## src/verilog/flash_host_pkg.sv

```systemverilog
/*
 * Shared constants and carrier types for the parallel flash bus host.
 * Assumes a 10 MHz system clock and a board that turns the qualifier
 * outputs into raised-voltage pin levels.
 */
`default_nettype none
package flash_host_pkg;
   localparam int CLK_HZ = 10_000_000;
   localparam int ADDR_W = 17;
   localparam int DATA_W = 16;
   // Timing figures in their own units.
   localparam int T_RESET_LOW_NS = 500;
   localparam int T_RESET_RECOVER_NS = 50;
   localparam int T_PROTECT_US = 100;
   localparam int T_UNPROTECT_MS = 10;
   localparam int T_STROBE_NS = 100;
   // Cycle counts, least times rounded up.
   localparam int RESET_LOW_CYC = (T_RESET_LOW_NS * (CLK_HZ / 1_000_000) + 999) / 1000;
   localparam int RESET_RECOVER_CYC_RAW = (T_RESET_RECOVER_NS * (CLK_HZ / 1_000_000) + 999) / 1000;
   localparam int RESET_RECOVER_CYC = (RESET_RECOVER_CYC_RAW < 1) ? 1 : RESET_RECOVER_CYC_RAW;
   localparam int STROBE_CYC = (T_STROBE_NS * (CLK_HZ / 1_000_000) + 999) / 1000;
   // Read data crosses the pin synchroniser before it can be sampled.
   localparam int SYNC_CYC = 3;
   localparam int PROTECT_CYC = T_PROTECT_US * (CLK_HZ / 1_000_000);
   localparam int UNPROTECT_CYC = T_UNPROTECT_MS * (CLK_HZ / 1_000);
   localparam int CNT_W = 24;
   // Address bit positions used by the special modes.
   localparam int A0_POS = 0;
   localparam int A1_POS = 1;
   localparam int A6_POS = 6;
   localparam int A12_POS = 12;
   localparam int A15_POS = 15;
   localparam int BLK_LSB = 12;
   localparam logic [DATA_W-1:0] DATA_RESET = 16'h0000;
   localparam logic [ADDR_W-1:0] ADDR_RESET = 17'h0_0000;

   typedef enum logic [2:0] {
      OP_READ, OP_WRITE, OP_SIG_READ, OP_PROT_VERIFY, OP_UNPROT_VERIFY,
      OP_PROTECT, OP_UNPROTECT, OP_RESET
   } op_t;

   typedef struct packed {
      op_t op;
      logic [ADDR_W-1:0] addr;
      logic [DATA_W-1:0] wdata;
      logic byte_mode;
      logic addr_lsb;
   } host_req_t;

   // Pin qualifiers: raised-voltage levels are separate from logic high.
   typedef struct packed {
      logic chip_sel_n;
      logic out_en_n;
      logic write_n;
      logic reset_unprotect_n;
      logic word_mode;
      logic sig_raised;
      logic oe_raised;
      logic cs_raised;
      logic rst_raised;
   } bus_ctl_t;
endpackage
`default_nettype wire

```

## src/verilog/flash_bus_host.sv

```systemverilog
/*
 * Host sequencer for an asynchronous parallel flash bus: reads, writes,
 * signature reads, protect/unprotect pulses, verify reads and reset.
 * Assumes the flash answers within one strobe window and that the board
 * converts the raised qualifiers into high-voltage pin levels.
 */
// Flash bus rules that this block works to
// Read data is sampled only while chip select and output enable are low.
// Writes hold chip select and write strobe low with output enable high.
// Device latches address at the later falling strobe edge.
// Device latches data at the first rising strobe edge.
// Device floats data while output enable and write strobe are high.
// Chip select high with idle controller means standby, outputs floating.
// Device enters pseudo-standby after 150ns bus inactivity, still driving.
// Raised signature pin, A1 low: A0 selects maker or part code.
// After auto-select codes read without raised voltage; upper byte 00h.
// Protect: raise signature and output enable, pulse write low 100us.
// Protect verify read with A1 high, A0 and A6 low returns 01h.
// Device ignores program or erase to protected blocks.
// After auto-select, protection read returns 01h or 00h.
// Raised reset pin temporarily unprotects all blocks.
// Unprotect: raise signature, OE, CS, A12 and A15 high, 10ms pulse.
// Host protects every block before global unprotection.
// Unprotect verify with A6 and A1 high returns 00h.
// Host verifies each block separately after unprotection.
// Reset pin low at least 500ns; ready 50ns after release.
// Byte mode uses low byte and top data pin as address LSB.
// Raised levels are separate qualifier outputs, not logic high.
`default_nettype none
module flash_bus_host
   import flash_host_pkg::*;
#(
   parameter int PROTECT_CYCLES = PROTECT_CYC,
   parameter int UNPROTECT_CYCLES = UNPROTECT_CYC
) (
   input wire logic CLK,
   input wire logic RESET,
   input wire logic REQ_VALID,
   input wire host_req_t REQ,
   output logic REQ_READY,
   output logic RSP_VALID,
   output logic [DATA_W-1:0] RSP_DATA,
   output bus_ctl_t BUS_CTL,
   output logic [ADDR_W-1:0] ADDR,
   output logic [DATA_W-1:0] DQ_OUT,
   output logic [DATA_W-1:0] DQ_OE,
   input wire logic [DATA_W-1:0] DQ_IN
);
   /***********************************************
    * Pin input synchroniser
    ***********************************************/
   logic [DATA_W-1:0] dq_s1_r, dq_s2_r, dq_s3_r;
   always_ff @(posedge CLK) begin
      dq_s1_r <= DQ_IN;
      dq_s2_r <= dq_s1_r;
      dq_s3_r <= dq_s2_r;
   end
   wire logic dq_stable = (dq_s2_r == dq_s3_r);

   /***********************************************
    * Sequencer
    ***********************************************/
   typedef enum logic [2:0] {S_IDLE, S_SETUP, S_STROBE, S_HOLD, S_RST_LOW, S_RST_WAIT} state_t;
   state_t state_r, state_nxt;
   host_req_t req_r;
   logic [CNT_W-1:0] cnt_r, cnt_nxt;
   bus_ctl_t ctl_r, ctl_nxt;
   logic [ADDR_W-1:0] addr_r, addr_nxt;
   logic [DATA_W-1:0] dqo_r, dqo_nxt, dqoe_r, dqoe_nxt, rdata_r, rdata_nxt;
   logic rsp_r, rsp_nxt, ready_r, ready_nxt;

   wire logic is_write = (req_r.op == OP_WRITE);
   wire logic is_read = (req_r.op == OP_READ) || (req_r.op == OP_SIG_READ) ||
                        (req_r.op == OP_PROT_VERIFY) || (req_r.op == OP_UNPROT_VERIFY);
   wire logic is_pulse = (req_r.op == OP_PROTECT) || (req_r.op == OP_UNPROTECT);
   // Reads stretch the strobe by the synchroniser depth, otherwise the idle bus level is sampled.
   wire logic [CNT_W-1:0] strobe_len = (req_r.op == OP_PROTECT) ? CNT_W'(PROTECT_CYCLES) :
                                       (req_r.op == OP_UNPROTECT) ? CNT_W'(UNPROTECT_CYCLES) :
                                       is_read ? CNT_W'(STROBE_CYC + SYNC_CYC) :
                                       CNT_W'(STROBE_CYC);
   // byte addressing: top data pin carries the address LSB in byte mode.
   wire logic lsb_drive = req_r.byte_mode;
   wire logic [DATA_W-1:0] lsb_mask = lsb_drive ? 16'h8000 : 16'h0000;
   wire logic [DATA_W-1:0] lsb_val = (lsb_drive && req_r.addr_lsb) ? 16'h8000 : 16'h0000;
   // byte-wide reads keep only the low byte; the upper lines float except the top data pin, which the host drives with the address LSB.
   wire logic [DATA_W-1:0] rd_mask = req_r.byte_mode ? 16'h00FF : 16'hFFFF;
   // special addresses force the selector bits of each verify.
   logic [ADDR_W-1:0] spec_addr;
   always_comb begin
      spec_addr = req_r.addr;
      unique case (req_r.op)
         OP_SIG_READ: spec_addr[A1_POS] = 1'b0;
         OP_PROT_VERIFY: begin
            spec_addr[A0_POS] = 1'b0;
            spec_addr[A1_POS] = 1'b1;
            spec_addr[A6_POS] = 1'b0;
         end
         OP_UNPROT_VERIFY: begin
            spec_addr[A0_POS] = 1'b0;
            spec_addr[A1_POS] = 1'b1;
            spec_addr[A6_POS] = 1'b1;
         end
         // global unprotect needs A12 and A15 high.
         // requesters protect all blocks first, then verify each block alone.
         OP_UNPROTECT: begin
            spec_addr[A12_POS] = 1'b1;
            spec_addr[A15_POS] = 1'b1;
         end
         default: spec_addr = req_r.addr;
      endcase
   end
   wire logic sig_mode = (req_r.op != OP_READ) && (req_r.op != OP_WRITE) && (req_r.op != OP_RESET);

   always_comb begin
      state_nxt = state_r;
      cnt_nxt = cnt_r;
      ctl_nxt = ctl_r;
      addr_nxt = addr_r;
      dqo_nxt = dqo_r;
      dqoe_nxt = dqoe_r;
      rdata_nxt = rdata_r;
      rsp_nxt = 1'b0;
      ready_nxt = 1'b0;
      unique case (state_r)
         S_IDLE: begin
            ready_nxt = 1'b1;
            if (REQ_VALID && ready_r) begin
               ready_nxt = 1'b0;
               state_nxt = (REQ.op == OP_RESET) ? S_RST_LOW : S_SETUP;
               cnt_nxt = '0;
            end
         end
         S_SETUP: begin
            // address and qualifiers settle before any strobe falls.
            addr_nxt = spec_addr;
            ctl_nxt.word_mode = ~req_r.byte_mode;
            // raised levels are their own qualifier outputs.
            ctl_nxt.sig_raised = sig_mode;
            ctl_nxt.oe_raised = is_pulse;
            ctl_nxt.cs_raised = (req_r.op == OP_UNPROTECT);
            dqo_nxt = is_write ? ((req_r.wdata & ~lsb_mask) | lsb_val) : lsb_val;
            dqoe_nxt = is_write ? (req_r.byte_mode ? 16'h80FF : 16'hFFFF) : lsb_mask;
            // writes keep output enable high.
            ctl_nxt.out_en_n = 1'b1;
            state_nxt = S_STROBE;
            cnt_nxt = '0;
         end
         S_STROBE: begin
            // assert chip select and the selected strobe together; R15 unprotect holds chip select high.
            ctl_nxt.chip_sel_n = (req_r.op == OP_UNPROTECT) ? 1'b1 : 1'b0;
            ctl_nxt.write_n = ~(is_write || is_pulse);
            // R1 reads drop output enable only with chip select low.
            ctl_nxt.out_en_n = ~is_read;
            cnt_nxt = cnt_r + CNT_W'(1);
            if (cnt_r >= strobe_len) begin
               // the write strobe rises first so data latches while chip select holds.
               ctl_nxt.write_n = 1'b1;
               // sample only inside the chip select and output enable window.
               if (!is_read || dq_stable) begin
                  rdata_nxt = dq_s3_r & rd_mask;
                  state_nxt = S_HOLD;
               end
            end
         end
         S_HOLD: begin
            // return to standby so the device floats its outputs.
            ctl_nxt.out_en_n = 1'b1;
            ctl_nxt.chip_sel_n = 1'b1;
            ctl_nxt.sig_raised = 1'b0;
            ctl_nxt.oe_raised = 1'b0;
            ctl_nxt.cs_raised = 1'b0;
            dqoe_nxt = '0;
            rsp_nxt = 1'b1;
            state_nxt = S_IDLE;
         end
         S_RST_LOW: begin
            // hold the reset pin low for the least pulse width.
            ctl_nxt.reset_unprotect_n = 1'b0;
            ctl_nxt.rst_raised = 1'b0;
            dqoe_nxt = '0;
            cnt_nxt = cnt_r + CNT_W'(1);
            if (cnt_r >= CNT_W'(RESET_LOW_CYC)) begin
               ctl_nxt.reset_unprotect_n = 1'b1;
               cnt_nxt = '0;
               state_nxt = S_RST_WAIT;
            end
         end
         S_RST_WAIT: begin
            // wait out the recovery time after the rising edge.
            cnt_nxt = cnt_r + CNT_W'(1);
            if (cnt_r >= CNT_W'(RESET_RECOVER_CYC)) begin
               // a reset request may leave temporary unprotection raised.
               ctl_nxt.rst_raised = req_r.wdata[0];
               rsp_nxt = 1'b1;
               state_nxt = S_IDLE;
            end
         end
         default: state_nxt = S_IDLE;
      endcase
   end

   always_ff @(posedge CLK) begin
      if (RESET) begin
         state_r <= S_IDLE;
         req_r <= '0;
         cnt_r <= '0;
         ctl_r <= '{chip_sel_n: 1'b1, out_en_n: 1'b1, write_n: 1'b1, reset_unprotect_n: 1'b1,
                    word_mode: 1'b1, default: 1'b0};
         addr_r <= ADDR_RESET;
         dqo_r <= DATA_RESET;
         dqoe_r <= DATA_RESET;
         rdata_r <= DATA_RESET;
         rsp_r <= 1'b0;
         ready_r <= 1'b0;
      end else begin
         if (state_r == S_IDLE && REQ_VALID && ready_r) begin
            req_r <= REQ;
         end
         state_r <= state_nxt;
         cnt_r <= cnt_nxt;
         ctl_r <= ctl_nxt;
         addr_r <= addr_nxt;
         dqo_r <= dqo_nxt;
         dqoe_r <= dqoe_nxt;
         rdata_r <= rdata_nxt;
         rsp_r <= rsp_nxt;
         ready_r <= ready_nxt;
      end
   end

   assign REQ_READY = ready_r;
   assign RSP_VALID = rsp_r;
   assign RSP_DATA = rdata_r;
   assign BUS_CTL = ctl_r;
   assign ADDR = addr_r;
   assign DQ_OUT = dqo_r;
   assign DQ_OE = dqoe_r;
endmodule
`default_nettype wire

```

## config.mk

```make
export PLATFORM = sky130hd
export DESIGN_NAME = flash_bus_host
export DESIGN_NICKNAME = d
export VERILOG_FILES = /design/src/verilog/flash_host_pkg.sv /design/src/verilog/flash_bus_host.sv
export SDC_FILE = /design/constraint.sdc
export NUM_CORES = 1
export LEC_CHECK = 0
export ABC_AREA = 1
export BUFFER_PORTS_ARGS = -buffer_cell sky130_fd_sc_hd__buf_2
export CAP_MARGIN = 15
export CORE_MARGIN = 1.5
export CORE_UTILIZATION = 45
export DETAILED_ROUTE_END_ITERATION = 16
export PLACE_DENSITY = 0.72
export SLEW_MARGIN = 20
export SYNTH_ARGS = -nofsm -noshare
export SYNTH_HDL_FRONTEND = slang
export SYNTH_SLANG_ARGS = --single-unit
export TNS_END_PERCENT = 10
```

## constraint.sdc

```tcl
create_clock -name CLK -period 2.7 [get_ports CLK]
set_input_delay 0.27 -clock CLK [delete_from_list [all_inputs] [get_ports CLK]]
set_output_delay 0.27 -clock CLK [all_outputs]
set_load 0.02 [all_outputs]
```

### Word-level counts from Yosys, hierarchy flattened

Index checks and enable logic that the tools add are counted.

* add/subtract/negate cells: 1
* equality and inequality tests: 20
* order comparisons: 3
* reductions and logical operators: 31
* bitwise logic cells: 8
* multiplexer cells: 36

Operator list (number)
* case mux 24 bit (4 select lines): 1
* 2-to-1 mux 16 bit: 5
* 2-to-1 mux 24 bit: 2
* 2-to-1 mux 17 bit: 2
* bitwise AND 16 bit: 2
* case mux 16 bit (2 select lines): 1
* adder 24 x 1 -> 24 bit (second input constant): 1
* >= comparator 24 x 1 -> 1 bit (second input constant): 1
* >= comparator 24 x 17 -> 1 bit: 1
* >= comparator 24 x 3 -> 1 bit (second input constant): 1
* 2-to-1 mux 3 bit: 7
* equality test 3 bit (second input constant): 6
* equality test 16 bit: 1
* inverter 16 bit: 1
* bitwise OR 16 bit: 1
* 2-to-1 mux 15 bit: 1
* case mux 3 bit (5 select lines): 1
* equality test 3 x 2 -> 1 bit (second input constant): 4
* case mux 1 bit (2 select lines): 6
* inequality test 2 bit (second input constant): 5
* nonzero test 2 bit: 5
* OR reduction 2 bit: 5
* 2-to-1 mux 1 bit: 9
* equality test 3 x 1 -> 1 bit (second input constant): 2
* other kinds (13): 28

* output and inout bits: 76
* input port bits: 57
* flip-flop bits (word level): 189

### Longest topological paths before layout

* depth in word-level cells: 10
* gate-level depth with buffers: 19

### Least setup slack after synthesis

No wires, ideal clock.

* path type: flip-flop to flip-flop
* start point: register req_r[36] in the netlist's numbering
* end point: register rdata_r[12] (netlist: RSP_DATA[12])
* cell stages (with the launch flop): 19
* slack: 0.559 ns
* buffers on the path: 1
* arrival: 2.014 ns
* required time: 2.572 ns
* path through: dfxtp_1 inv_2 nand2_1 inv_1 nor2_1 inv_1 nor2_1 ha_1 o21bai_1 nand3_1 nand2_1 nand2_1 a21oi_1 nand2_2 nand3_4 buf_6 nand2_1 nand2_1 nor2_1

* word-level cells in the longest chain between the ends: 9
* elaborated cells on any way between the ends: 16

RTL lines
* start: declaration: line flash_bus_host.sv:65 `host_req_t req_r;`
* start signal: assignment: line flash_bus_host.sv:205 `req_r <= '0;`
* start signal: assignment: line flash_bus_host.sv:217 `req_r <= REQ;`
* equality test 3 x 2 -> 1 bit or zero test 3 bit (tied branches): line flash_bus_host.sv:73 `wire logic is_read = (req_r.op == OP_READ) || (req_r.op == OP_SIG_READ) ||`
* logical OR 1 bit (2 in series): line flash_bus_host.sv:73
* logical OR 1 bit: line flash_bus_host.sv:74 `(req_r.op == OP_PROT_VERIFY) || (req_r.op == OP_UNPROT_VERIFY);`
* 2-to-1 mux 3 bit: line flash_bus_host.sv:79 `is_read ? CNT_W'(STROBE_CYC + SYNC_CYC) :`
* 2-to-1 mux 17 bit: line flash_bus_host.sv:78 `(req_r.op == OP_UNPROTECT) ? CNT_W'(UNPROTECT_CYCLES) :`
* 2-to-1 mux 17 bit: line flash_bus_host.sv:77 `wire logic [CNT_W-1:0] strobe_len = (req_r.op == OP_PROTECT) ? CNT_W'(PROTECT_CYCLES) :`
* >= comparator 24 x 17 -> 1 bit: line flash_bus_host.sv:155 `if (cnt_r >= strobe_len) begin`
* AND reduction 3 bit (no line) *
* end signal: assignment: line flash_bus_host.sv:225 `rdata_r <= rdata_nxt;`
* end: declaration: line flash_bus_host.sv:69 `logic [DATA_W-1:0] dqo_r, dqo_nxt, dqoe_r, dqoe_nxt, rdata_r, rdata_nxt;`

Every way passes the cells marked *; elsewhere a longest branch is shown, timed or not.
A chain may end at the register's enable or synchronous reset.

### Worst setup path after layout

* start point: register req_r[35] in the netlist's numbering
* end point: register rdata_r[1] (netlist: RSP_DATA[1])

Same word-level chain as after synthesis.

==> summary.txt <==
status - completed
Worst slew margin - 47.6%
vias in the first global route - 5514
Worst Max-Slew Pin Slew - 786 ps
dpl hpwl - 11000 um
Finished Layout Cells - 1203
initial antenna violation count - 0
RSZ-0062 raised after global routing - no
starting density of the core - 46.0%
Diodes inserted - 0
Yosys cell types - 46
Via density - 4.88
crit-path max cell delay - 370 ps
DRC violations left - 0
P_leak - 3.77 nW
GR Util All Layers - 20.7%
core outline area - 0.0151 mm2
Setup Crit Path Kind - reg -> reg
crit-path cells - inv_2, nand2_1, inv_1, nor2_1, inv_1, nor2_1, ha_1, o21bai_1, nand3_1, nand2_1, nand2_1, a21oi_2, nand2_2, nand3_4, buf_12, nand2_1, nand2_1, nor2_1
Power per Cell Area - 822 mW/mm2
maximum buffer depth of the clock tree - 2
drt first pass iters - 5
Synth area leader - dfxtp_1
leading cell type in the layout, fill and taps excluded - dfxtp_1
Max Slew Vio Count - 0
Final Net Count - 1070
mapped cell area - 0.00697 mm2
RD Place Congestion - 0.853
number of port buffers - 132
largest fanout on the critical path - 16
commonest cells after routing, fill and taps aside - dfxtp_1, nand2_1, buf_2
Iter 0 DRT Violations - 324
critical path launch point type - flop
Setup Viol. Count Final - 0
fraction of layout cells with a size suffix above 1 - 21.2%
Syn Nets - 939
Post-DRT Antenna Nets - 0
Via Count - 5876
CTS Sinks - 176
synth warn - 0
top_reg_cell synth - dfxtp_1
CTS H-Tree Depth - 4
die height - 127 um
Avg Inst Size Synth - 8.00 um2
row count - 45
Worst path slowest cell - dfxtp_2
P&R area growth vs syn - 21.2%
Seq/Total Area, Yosys - 50.5%
Worst Hold Slack - 114 ps
most used cell, CP - nand2_1
DRT Wirelength - 16100 um
Syn Inst Count - 871
Yosys top cell area share - 50.5%
CP endpoint kind - flop
full die area - 0.0162 mm2
DP Cell Count - 1155
Hold Crit Class - in -> reg
Setup TNS - 0 ps
Tcrit/Tclk final - 88.8%
CTS Root Cell - clkbuf_16
Setup Skew - 12.9 ps
Peak VDD IR - 0.435 mV
Reg clk slew, reported paths - 70 ps
Async SR Flop Fraction - 0%
CP arrival - 2720 ps
wire length per cell - 13.3 um
crit path buf inv count - 4
DIE WIDTH - 127 um
synth top area cells - dfxtp_1, nand2_1, a21oi_1, inv_1, o21ai_0
TritonCTS clock tree - done
Yosys reg bits - 176
gr ovfl total - 0
first-pass GRT wire length - 26700 um
Post-synth EDFFs - 0
dominant delay contributor by cell family on the critical path - simple AND/OR/NAND/NOR gates
Fin. Hold Viols - 0
crit path time final - 2400 ps
Peak Freq - 0.417 GHz
Max Cap Viol - 0
Inserted Clock Buffers - 17
post-CTS setup buffers - 0
largest net degree at the start of global routing - 77
# IOs - 133
Worst-Skew Late Latency - 430 ps
Worst Path Required - 3020 ps
Tot Pwr - 6.95 mW
[cells in the mapped netlist, types with 2 or more instances]
master	instances
a211oi_1	3
a21oi_1	88
a22o_1	2
a31oi_1	4
buf_2	2
buf_4	14
buf_6	3
clkbuf_1	22
dfxtp_1	176
ha_1	11
inv_1	106
inv_2	8
nand2_1	166
nand2_2	4
nand2_4	3
nand3_1	24
nand3_2	2
nand4_1	13
nor2_1	77
nor2_2	5
nor2_4	2
nor3_1	15
nor3_2	2
nor4_1	5
o211ai_1	3
o21ai_0	65
o21ai_1	4
o21bai_1	2
or2_2	4
xnor2_1	11
xor2_1	10
[worst min-delay path: cells and delay by family]
kind                   cells  cell delay [ps]
AOI/OAI and AO/OA          2              170
buffers and inverters      1               70
[through the flow]
| stage | setup slack, ps | instance area (um2) | utilization, % |
|---|---|---|---|
| final | 303 | 8450 | 55.8 |
| after global routing | 59.3 | 8450 | 55.8 |
| after CTS | 218 | 8430 | 55.7 |
| after detailed placement | 244 | 7700 | 50.8 |
| after global placement | 327 | 7700 | 50.8 |
| after floorplan | 559 | 6970 | - |
[state kept, by name (all words and copies together), names as in the netlist]
register   cells
req_r         37
cnt_r         24
ADDR          17
DQ_OUT        16
RSP_DATA      16
dq_s1_r       16
dq_s2_r       16
dq_s3_r       16
BUS_CTL        9
DQ_OE          3
state_r        3
REQ_READY      1
RSP_VALID      1
lsb_drive      1
[path summary, 6_finish.rpt]
kind | start | slack [ps] | cells after the start | to
worst min register to register | dq_s1_r[9] | 330 | 0 | dq_s2_r[9]
worst max-delay path | req_r[35] | 300 | 18 | RSP_DATA[1]
worst max register to register | req_r[35] | 300 | 18 | RSP_DATA[1]
worst min-delay path | REQ[17] | 110 | 3 | req_r[17]
[cells by family after synthesis]
logic type | after synthesis | share of synthesized area, %
AO/OA/AOI/OAI | 177 | 13.8
XOR/XNOR | 21 | 2.64
adder cells (fa/ha/maj) | 11 | 1.97
buffers and inverters | 157 | 9.57
flip-flops | 176 | 50.5
AND/OR/NAND/NOR | 329 | 21.5
[power by group]
group,internal (mW),total [mW],switching (mW)
logic,0.486,1.51,1.02
clock network,1.22,2.35,1.12
registers,2.90,3.09,0.190
[final cells by class]
type                    instances  area (um2)
flip-flops and latches        176        3530
multi-input cells             538        2790
clock inverters                15         153
well taps                     188         235
inverters                     115         435
repair buffers                154         878
fillers                      1399        6700
clock buffers                  17         425
[layer usage]
layer | wire (um) | share of wire, % | vias to the layer above | GRT usage, %
li1 | - | - | 3038 | -
met2 | 7360 | 46 | 155 | 32.8
met1 | 7290 | 45 | 2657 | 26.6
met4 | 291 | 1.8 | 0 | 7.69
met5 | 0 | 0 | - | 0
met3 | 1130 | 7.0 | 26 | 6.66
[repair_timing]
item                                    CTS  global route
hold buffers                             16             0
endpoints found under the setup margin    0             7
resized for setup                         0             5
hold endpoints to repair                 16             0
No activity file was read; power rests on OpenSTA's default activity.
